## src/hdl/gpi_params.svh

```systemverilog
`ifndef GPI_PARAMS_SVH
`define GPI_PARAMS_SVH
`define GPI_PORTS 3
`define GPI_WIDTH 16
`define GPI_OFS_DATA 6'h00
`define GPI_OFS_CLR 6'h04
`define GPI_OFS_SET 6'h08
`define GPI_OFS_TOG 6'h0C
`define GPI_OFS_DIR 6'h10
`define GPI_OFS_INEN 6'h14
`define GPI_OFS_MSET 6'h18
`define GPI_OFS_MCLR 6'h1C
`define GPI_OFS_EDGE 6'h20
`define GPI_OFS_BOTH 6'h24
`define GPI_OFS_STAT 6'h28
`define GPI_OFS_PEND 6'h2C
`define GPI_OFS_FUNC 6'h30
`define GPI_RST_WORD 32'h0000_0000
`endif

```

## src/hdl/gpi_pkg.sv

```systemverilog
`default_nettype none
// Types shared by the port bank.
package gpi_pkg;
    // Register selected by a byte offset inside one port.
    typedef enum {
        gpi_r_data, gpi_r_clr, gpi_r_set, gpi_r_tog, gpi_r_dir,
        gpi_r_inen, gpi_r_mset, gpi_r_mclr, gpi_r_edge, gpi_r_both,
        gpi_r_stat, gpi_r_pend, gpi_r_func, gpi_r_none
    } gpi_reg_type;
endpackage
`default_nettype wire

```

## src/hdl/gpi_ports.sv

```systemverilog
// Decided for this implementation: the APB interface to the registers and the placing of the registers.
`include "gpi_params.svh"
`default_nettype none
// Three port modules of general-purpose pins behind one APB slave.
module gpi_ports #(
    parameter int PORTS = `GPI_PORTS,
    parameter int WIDTH = `GPI_WIDTH
) (
    input wire logic pclk,
    input wire logic presetn,
    input wire logic psel,
    input wire logic penable,
    input wire logic pwrite,
    input wire logic [7:0] paddr,
    input wire logic [31:0] pwdata,
    output logic [31:0] prdata,
    output logic pready,
    output logic pslverr,
    input wire logic [PORTS*WIDTH-1:0] pin_in,
    input wire logic [PORTS*WIDTH-1:0] periph_out,
    input wire logic [PORTS*WIDTH-1:0] periph_drive,
    output logic [PORTS*WIDTH-1:0] pin_out,
    output logic [PORTS*WIDTH-1:0] pin_oe_n,
    output logic [PORTS*WIDTH-1:0] periph_in,
    output logic [PORTS-1:0] irq
);
    localparam int N = PORTS * WIDTH;

    // Maps a byte offset within a port to its register.
    function automatic gpi_pkg::gpi_reg_type reg_of(input logic [5:0] a);
        case (a)
            `GPI_OFS_DATA: reg_of = gpi_pkg::gpi_r_data;
            `GPI_OFS_CLR: reg_of = gpi_pkg::gpi_r_clr;
            `GPI_OFS_SET: reg_of = gpi_pkg::gpi_r_set;
            `GPI_OFS_TOG: reg_of = gpi_pkg::gpi_r_tog;
            `GPI_OFS_DIR: reg_of = gpi_pkg::gpi_r_dir;
            `GPI_OFS_INEN: reg_of = gpi_pkg::gpi_r_inen;
            `GPI_OFS_MSET: reg_of = gpi_pkg::gpi_r_mset;
            `GPI_OFS_MCLR: reg_of = gpi_pkg::gpi_r_mclr;
            `GPI_OFS_EDGE: reg_of = gpi_pkg::gpi_r_edge;
            `GPI_OFS_BOTH: reg_of = gpi_pkg::gpi_r_both;
            `GPI_OFS_STAT: reg_of = gpi_pkg::gpi_r_stat;
            `GPI_OFS_PEND: reg_of = gpi_pkg::gpi_r_pend;
            `GPI_OFS_FUNC: reg_of = gpi_pkg::gpi_r_func;
            default: reg_of = gpi_pkg::gpi_r_none;
        endcase
    endfunction

    logic pready_ff; // Access-phase answer strobe.
    logic [31:0] prdata_ff; // Captured read word.
    logic pslverr_ff; // Error answer for unmapped words.
    logic [N-1:0] data_ff; // Output values written by software.
    logic [N-1:0] dir_ff; // One makes the pin an output.
    logic [N-1:0] inen_ff; // One enables the input buffer.
    logic [N-1:0] func_ff; // One hands the pin to a peripheral.
    logic [N-1:0] en_ff; // Interrupt enables.
    logic [N-1:0] edge_ff; // One selects edge sensitivity.
    logic [N-1:0] both_ff; // One counts falling edges too.
    logic [N-1:0] pend_ff; // Pending edge events.
    logic [N-1:0] sync1_ff; // First synchroniser stage.
    logic [N-1:0] sync2_ff; // Second synchroniser stage.
    logic [N-1:0] prev_ff; // Interrupt source one cycle ago.
    logic [N-1:0] pin_out_ff; // Registered pin value.
    logic [N-1:0] pin_oe_n_ff; // Registered pin enable, low drives.
    logic [N-1:0] periph_in_ff; // Registered pin level to peripherals.
    logic [PORTS-1:0] irq_ff; // Registered request per port.

    // Bus decode terms.
    logic [1:0] port_idx;
    logic port_ok;
    gpi_pkg::gpi_reg_type rsel;
    logic wr;
    logic [N-1:0] pm;
    logic [N-1:0] wf;
    logic [N-1:0] wbits;
    logic [N-1:0] sense;
    logic [N-1:0] src;
    logic [N-1:0] ev;
    logic [N-1:0] nxt_data;
    logic [N-1:0] nxt_pend;
    logic [N-1:0] req;

    assign port_idx = paddr[7:6];
    assign port_ok = 32'(port_idx) < PORTS;
    assign rsel = reg_of(paddr[5:0]);
    // A write takes effect at the edge where the answer is sampled.
    assign wr = psel & penable & pready_ff & pwrite & port_ok;
    // Write data copied into every port slice.
    assign wf = {PORTS{pwdata[WIDTH-1:0]}};
    assign wbits = wf & pm;

    genvar gp;
    generate
        for (gp = 0; gp < PORTS; gp++) begin : g_port
            // Selects the slice of the addressed port.
            assign pm[gp*WIDTH +: WIDTH] = {WIDTH{32'(port_idx) == gp}};
            // Combines level and pending requests into one line.
            always_ff @(posedge pclk or negedge presetn) begin
                if (!presetn) begin
                    irq_ff[gp] <= 1'b0;
                end else begin
                    irq_ff[gp] <= |req[gp*WIDTH +: WIDTH];
                end
            end
        end
    endgenerate

    // Answers each access after one wait cycle.
    always_ff @(posedge pclk or negedge presetn) begin
        if (!presetn) begin
            pready_ff <= 1'b0;
        end else begin
            pready_ff <= psel & penable & ~pready_ff;
        end
    end

    // Captures read data and error at the edge that raises the answer.
    always_ff @(posedge pclk or negedge presetn) begin
        if (!presetn) begin
            prdata_ff <= `GPI_RST_WORD;
            pslverr_ff <= 1'b0;
        end else if (psel & penable & ~pready_ff) begin
            pslverr_ff <= ~port_ok | (rsel == gpi_pkg::gpi_r_none);
            prdata_ff <= `GPI_RST_WORD;
            if (port_ok) begin
                case (rsel)
                    gpi_pkg::gpi_r_data: prdata_ff[WIDTH-1:0] <= data_ff[port_idx*WIDTH +: WIDTH];
                    gpi_pkg::gpi_r_set: prdata_ff[WIDTH-1:0] <= data_ff[port_idx*WIDTH +: WIDTH];
                    gpi_pkg::gpi_r_clr: prdata_ff[WIDTH-1:0] <= data_ff[port_idx*WIDTH +: WIDTH];
                    gpi_pkg::gpi_r_tog: prdata_ff[WIDTH-1:0] <= data_ff[port_idx*WIDTH +: WIDTH];
                    gpi_pkg::gpi_r_dir: prdata_ff[WIDTH-1:0] <= dir_ff[port_idx*WIDTH +: WIDTH];
                    gpi_pkg::gpi_r_inen: prdata_ff[WIDTH-1:0] <= inen_ff[port_idx*WIDTH +: WIDTH];
                    gpi_pkg::gpi_r_mset: prdata_ff[WIDTH-1:0] <= en_ff[port_idx*WIDTH +: WIDTH];
                    gpi_pkg::gpi_r_mclr: prdata_ff[WIDTH-1:0] <= en_ff[port_idx*WIDTH +: WIDTH];
                    gpi_pkg::gpi_r_edge: prdata_ff[WIDTH-1:0] <= edge_ff[port_idx*WIDTH +: WIDTH];
                    gpi_pkg::gpi_r_both: prdata_ff[WIDTH-1:0] <= both_ff[port_idx*WIDTH +: WIDTH];
                    gpi_pkg::gpi_r_stat: prdata_ff[WIDTH-1:0] <= sense[port_idx*WIDTH +: WIDTH];
                    gpi_pkg::gpi_r_pend: prdata_ff[WIDTH-1:0] <= pend_ff[port_idx*WIDTH +: WIDTH];
                    gpi_pkg::gpi_r_func: prdata_ff[WIDTH-1:0] <= func_ff[port_idx*WIDTH +: WIDTH];
                    default: prdata_ff <= `GPI_RST_WORD;
                endcase
            end
        end
    end

    // Computes the next output values from the four modify registers.
    always_comb begin
        nxt_data = data_ff;
        if (wr) begin
            case (rsel)
                gpi_pkg::gpi_r_data: nxt_data = (data_ff & ~pm) | wbits;
                gpi_pkg::gpi_r_set: nxt_data = data_ff | wbits;
                gpi_pkg::gpi_r_clr: nxt_data = data_ff & ~wbits;
                gpi_pkg::gpi_r_tog: nxt_data = data_ff ^ wbits;
                default: nxt_data = data_ff;
            endcase
        end
    end

    // Holds the output values.
    always_ff @(posedge pclk or negedge presetn) begin
        if (!presetn) begin
            data_ff <= '0;
        end else begin
            data_ff <= nxt_data;
        end
    end

    // Holds direction, input buffer and function selects.
    always_ff @(posedge pclk or negedge presetn) begin
        if (!presetn) begin
            dir_ff <= '0;
            inen_ff <= '0;
            func_ff <= '0;
        end else if (wr) begin
            if (rsel == gpi_pkg::gpi_r_dir) begin
                dir_ff <= (dir_ff & ~pm) | wbits;
            end
            // The input buffer is enabled per pin.
            if (rsel == gpi_pkg::gpi_r_inen) begin
                inen_ff <= (inen_ff & ~pm) | wbits;
            end
            // The function select is loaded per pin.
            if (rsel == gpi_pkg::gpi_r_func) begin
                func_ff <= (func_ff & ~pm) | wbits;
            end
        end
    end

    // Holds interrupt enables and sensitivity selects.
    always_ff @(posedge pclk or negedge presetn) begin
        if (!presetn) begin
            en_ff <= '0;
            edge_ff <= '0;
            both_ff <= '0;
        end else if (wr) begin
            if (rsel == gpi_pkg::gpi_r_mset) begin
                en_ff <= en_ff | wbits;
            end
            if (rsel == gpi_pkg::gpi_r_mclr) begin
                en_ff <= en_ff & ~wbits;
            end
            if (rsel == gpi_pkg::gpi_r_edge) begin
                edge_ff <= (edge_ff & ~pm) | wbits;
            end
            if (rsel == gpi_pkg::gpi_r_both) begin
                both_ff <= (both_ff & ~pm) | wbits;
            end
        end
    end

    always_ff @(posedge pclk or negedge presetn) begin
        if (!presetn) begin
            sync1_ff <= '0;
            sync2_ff <= '0;
        end else begin
            sync1_ff <= pin_in;
            sync2_ff <= sync1_ff;
        end
    end

    // A disabled input buffer senses zero.
    assign sense = sync2_ff & inen_ff;
    assign src = (dir_ff & data_ff) | (~dir_ff & sense);
    assign ev = edge_ff & ((src & ~prev_ff) | (both_ff & ~src & prev_ff));

    // Pending events clear by writing one; a new event wins.
    always_comb begin
        nxt_pend = pend_ff;
        if (wr && rsel == gpi_pkg::gpi_r_pend) begin
            nxt_pend = pend_ff & ~wbits;
        end
        nxt_pend = nxt_pend | ev;
    end

    always_ff @(posedge pclk or negedge presetn) begin
        if (!presetn) begin
            pend_ff <= '0;
            prev_ff <= '0;
        end else begin
            pend_ff <= nxt_pend;
            prev_ff <= src;
        end
    end

    assign req = en_ff & ((~edge_ff & src) | (edge_ff & pend_ff));

    always_ff @(posedge pclk or negedge presetn) begin
        if (!presetn) begin
            pin_out_ff <= '0;
            pin_oe_n_ff <= '1;
            periph_in_ff <= '0;
        end else begin
            pin_out_ff <= (func_ff & periph_out) | (~func_ff & data_ff);
            pin_oe_n_ff <= ~((func_ff & periph_drive) | (~func_ff & dir_ff));
            periph_in_ff <= sync2_ff;
        end
    end

    assign prdata = prdata_ff;
    assign pready = pready_ff;
    assign pslverr = pslverr_ff;
    assign pin_out = pin_out_ff;
    assign pin_oe_n = pin_oe_n_ff;
    assign periph_in = periph_in_ff;
    assign irq = irq_ff;
endmodule // gpi_ports
`default_nettype wire

```

## config.mk

```make
export PLATFORM = sky130hd
export DESIGN_NAME = gpi_ports
export DESIGN_NICKNAME = d
export VERILOG_FILES = /design/src/hdl/gpi_pkg.sv /design/src/hdl/gpi_ports.sv
export VERILOG_INCLUDE_DIRS = /design/src /design/src/hdl
export SDC_FILE = /design/constraint.sdc
export NUM_CORES = 1
export LEC_CHECK = 0
export ABC_AREA = 1
export BUFFER_PORTS_ARGS = -buffer_cell sky130_fd_sc_hd__buf_4
export CAP_MARGIN = 10
export CORE_ASPECT_RATIO = 1.25
export CORE_MARGIN = 3
export CORE_UTILIZATION = 40
export CTS_CLUSTER_SIZE = 25
export DETAILED_ROUTE_END_ITERATION = 10
export SLEW_MARGIN = 25
export SYNTH_ARGS = -nofsm -noshare
export SYNTH_HDL_FRONTEND = slang
export SYNTH_SLANG_ARGS = --single-unit
export TNS_END_PERCENT = 50
```

## constraint.sdc

```tcl
create_clock -name pclk -period 2.1 [get_ports pclk]
set_clock_uncertainty 0.15 [all_clocks]
set_input_delay 0.21 -clock pclk [delete_from_list [all_inputs] [get_ports pclk]]
set_output_delay 0.21 -clock pclk [all_outputs]
set_load 0.03 [all_outputs]
```

==> results <==
- The timing startpoint of the critical path is paddr[2].
- The number of detailed-route iterations in the first pass is 6.
- Of the total synthesized cell area, the portion taken by AND, OR, NAND and NOR gates is 0.199.
- Input and output buffers added on the ports amount to approximately 340.
- In this run the cell area measured after placement is between 30000 and 40000 µm².
- The count of nets left with antenna violations once routing finished came out at 0.
- The total via count in the routed design is between 20000 and 30000.
- The flow ran to the end, and the final reports show no timing, DRC or antenna violations.
- The worst hold path depth is 2.
- Sorting the synthesized cells by how often they occur yields sky130_fd_sc_hd__nand2_1 (914), sky130_fd_sc_hd__dfrtp_1 (645), sky130_fd_sc_hd__o21ai_0 (555), sky130_fd_sc_hd__nor2_1 (336), sky130_fd_sc_hd__inv_1 (279).
- The later pin in the worst-skew pair is clocked with a latency of approximately 0.65 ns.
- TritonCTS built the clock tree.
- The floorplan step set the die width to 254 µm.
- The startpoint identified for the worst register-to-register timing path is pready$_DFF_PN0_.
- The initial antenna violation count is 9.
- Of all nets on the critical path, the largest fanout is 10.
- Synthesis handed over a netlist of roughly 3600 instances.
- Global routing finished with a remaining overflow of 0.
- The terminus of the critical flop-to-flop path is data_ff[8]$_DFFE_PN0P_.
- The routed wire length is between 100000 and 150000 µm.
- The logic depth of the worst path, buffers included is 16.
- The number of buffers between clock root and the deepest sink is 3.
- The number of buffer and inverter stages on the critical path is 7.
- The worst vdd rail ir drop is approximately 540 µV.
- The dominant combinational cell family by area after synthesis is simple AND/OR/NAND/NOR gates.
- After the first detailed-routing iteration, the DRC count stood at approximately 2600.
- The placeable core region is approximately 75000 µm².
- The buffer cell driving the clock tree root is sky130_fd_sc_hd__clkbuf_16.
- The path class of the tightest hold or removal check is primary input to flip-flop.
- In this run the worst setup path terminates at prdata[11]$_DFFE_PN0P_.
- The proportion of synthesized chip area in sequential cells is 0.567.
- The largest single stage delay on the critical path is between 0.5 and 0.6 ns.
- The number of hold violations in the final report is 0.
- At the worst endpoint, the required time is around 2.5 ns.
- Synthesis instantiated 38 different standard cells from the library.
- The share of cells above drive strength 1 is 0.186.
- The floorplan step defined a die boundary enclosing 80200 µm².
- The worst setup path is captured at a flip-flop.
- The fraction of synthesized cell area taken by the top area cell type is 0.526.
- The highest metal layer with signal wires is met5.
- The number of synthesized register bits is slightly below 700.
- Counting I/O delays and the setup requirement, the final critical path takes about 2.1 ns.
- The flop-to-flop setup slack is approximately 0.09 ns.
- Power spread over the standard cell area amounts to approximately 730 nW/µm².
- The slew at the pin closest to its max-slew limit is around 0.86 ns.
- At the end of routability-driven placement, the weighted congestion stood at approximately 0.93.
- For this configuration, the core starts out at a cell density of 0.407.
- The maximum achievable frequency is approximately 480 MHz.
- The detailed-routed wire length on met2 is around 55000 µm.
- Across the run, the number of max-cap violations was 0.
- For this run, the number of Yosys warnings is 0.
- The number of fillers in the final layout is ~7000.
- The wire-length estimate of the detail-placed layout is 82500 µm.
- The dominant synthesized flop cell is sky130_fd_sc_hd__dfrtp_1.
- The clock buffer count from CTS is 75.
- The remaining max-slew budget at the tightest pin is 0.425.
- At the end of the flow, the number of nets in the layout was 4548.
- Clock-pin slew was measured on the worst setup and hold paths at 0.07 ns.
- The routed design uses roughly 9300 µm of met3 wire.
- Entering global routing, the biggest net connects about 90 pins.
- The die boundary height is ~320 µm.
- The cell family contributing the most delay on the critical path is buffers and inverters.
- The standard cell with the maximum stage delay on the critical path is sky130_fd_sc_hd__dlygate4sd3_1.
- Measured on the finished design, the core utilization comes to 0.543.
- In this run the mean area of a mapped cell was 8.49 µm².
- The setup-violating endpoint count in the final report is 0.
- Setup repair after global routing could not meet its margin everywhere.
- In this run the core area contains 112 standard-cell rows.
- STA classifies the critical path startpoint as a primary input.
- For this run, the total global-route usage over all layers was measured as 0.292.
- between 300 and 400 I/O pins were placed.
- The start point of the worst hold path is pin_in[42].
- The number of sinks driven by the clock tree is 693.
- In this design, the critical path's most frequently occurring cell is sky130_fd_sc_hd__nand2_1.
- After detailed routing, the wire length on met1 is 46400 µm.
- The worst-case reg-to-reg path depth is 10.
- Of the total synthesized cell area, the portion taken by full adders, half adders and majority gates is 0.0196.
- Dividing the detail-routed wire length by the instance count gives roughly 22 µm.
- The library cell with the largest summed area after synthesis is sky130_fd_sc_hd__dfrtp_1.
- The compound-cell area share of the yosys netlist was 0.154.
- In this run the number of H-tree levels came out at 3.
- The critical path goes through dlygate4sd3_1, buf_4, inv_4, nand3_4, buf_4, nor2_4, buf_12, clkbuf_16, nand2_1, nand2_1, nor2_1, nand3_1, nand2_1, inv_1, nand3_1, nand2_1.
- The xor and xnor fraction of the mapped netlist area is 0.
- The synthesized design contains 0 enable-type register cells.
- The signed area change from the synthesized netlist to the final layout is 33.3%.
- The fraction of registers with async set/reset is 1.00.
- The cell area that synthesis handed to floorplanning was around 31000 µm².
- For this run, design rule violations remaining after detail routing come to 0.
- Measured against the total synthesized area, the mux share comes to 0.000326.
- The most common cell in the synthesized netlist is sky130_fd_sc_hd__nand2_1.
- Using the TritonRoute via totals, the vias-per-cell ratio works out to between 5 and 6.
- The final count of pins violating max slew is 0.
- The number of global-route vias before repair came to ~28000.
- By startpoint and endpoint, the worst setup path is classified as primary input to flip-flop.
- In this run the static leakage power is 18.6 nW.
- The global-route wire length before repair is 174000 µm.
- The finished layout cell area is between 40000 and 50000 µm².
- By area the synthesized netlist is led by sky130_fd_sc_hd__dfrtp_1 (53%), sky130_fd_sc_hd__nand2_1 (11%), sky130_fd_sc_hd__o21ai_0 (9.0%).
- The arrival time at the worst endpoint is about 2.5 ns.
- Of the available clock period, the critical path in the final layout requires 0.985.
## placed cells by master, fill, tap and decap left out, types with 67 or more instances in the layout
cell type / Yosys / layout
sky130_fd_sc_hd__a21oi_1: 227 / 227
sky130_fd_sc_hd__buf_12: 0 / 67
sky130_fd_sc_hd__buf_4: 17 / 547
sky130_fd_sc_hd__clkbuf_16: 0 / 77
sky130_fd_sc_hd__dfrtp_1: 645 / 645
sky130_fd_sc_hd__dlygate4sd3_1: 0 / 166
sky130_fd_sc_hd__inv_1: 279 / 277
sky130_fd_sc_hd__nand2_1: 914 / 912
sky130_fd_sc_hd__nand3_1: 164 / 163
sky130_fd_sc_hd__nor2_1: 336 / 328
sky130_fd_sc_hd__o21ai_0: 555 / 551
## worst min path at each step
stage                                      end
finish                  sync1_ff[42]$_DFF_PN0_
global route            sync1_ff[42]$_DFF_PN0_
CTS                     sync1_ff[42]$_DFF_PN0_
detailed placement      sync1_ff[43]$_DFF_PN0_
global placement       periph_in[43]$_DFF_PN0_
floorplan           asynchronous set/reset pin
## logic make-up after synthesis
family                   count (synthesis)
AND/OR/NAND/NOR                       1500
AO/OA/AOI/OAI                          905
flip-flops                             693
buffers and inverters                  469
adder cells (fa/ha/maj)                 48
multiplexers                             1
other                                    1
## timing repair
item	CTS	global route
endpoints found under the hold margin	964	0
hold buffers	166	0
setup buffers	0	2
setup endpoints to repair	0	163
gates resized for setup	0	15
## power breakdown
part | total (mW) | switching (mW) | internal (mW)
Clock | 13.6 | 5.64 | 7.98
Combinational | 2.45 | 1.49 | 0.959
Sequential | 13.8 | 0.172 | 13.6
Total | 29.8 | 7.30 | 22.5
## worst reg2reg max path, stage by stage (launching register included)
cell and delay (ns):
sky130_fd_sc_hd__dfrtp_1 0.37, sky130_fd_sc_hd__inv_1 0.05, sky130_fd_sc_hd__nor2_1 0.14, sky130_fd_sc_hd__nand3_2 0.19
sky130_fd_sc_hd__inv_2 0.18, sky130_fd_sc_hd__nand2_1 0.12, sky130_fd_sc_hd__inv_1 0.21, sky130_fd_sc_hd__o21ai_1 0.10
sky130_fd_sc_hd__inv_1 0.10, sky130_fd_sc_hd__buf_12 0.15, sky130_fd_sc_hd__o22ai_1 0.10
## area by class of cell
cell class,instances,area (µm²),area share
multi-input combinational,2470,11600,0.282
clock inverter,27,357,0.00871
tap,969,1210,0.0296
inverter,288,1090,0.0266
clock buffer,111,2140,0.0524
timing repair buffer,783,7160,0.175
sequential,693,17400,0.425
antenna,4,10.0,0.000245
## stage by stage
step            TNS, ns  cells  power, mW  hold WS [ns]  setup slack, ns
5_1_grt        -0.00605   5343       30.8        0.0660         -0.00384
2_1_floorplan         0   3632       14.7        -0.236            0.101
4_1_cts               0   5338       30.1        0.0290           0.0166
6_report              0   5345       29.8        0.0615           0.0323
3_5_place_dp      -3.83   5034       16.2       -0.0223           -0.187
3_3_place_gp      -2.79   5034       16.2       -0.0205           -0.171
## layer usage
metal | track usage | vias up
met5 | 0 | -
met4 | 0.147 | 8
li1 | - | 13289
met2 | 0.479 | 1284
met3 | 0.0534 | 315
met1 | 0.371 | 13729
Power figures use the tool's default switching activity.
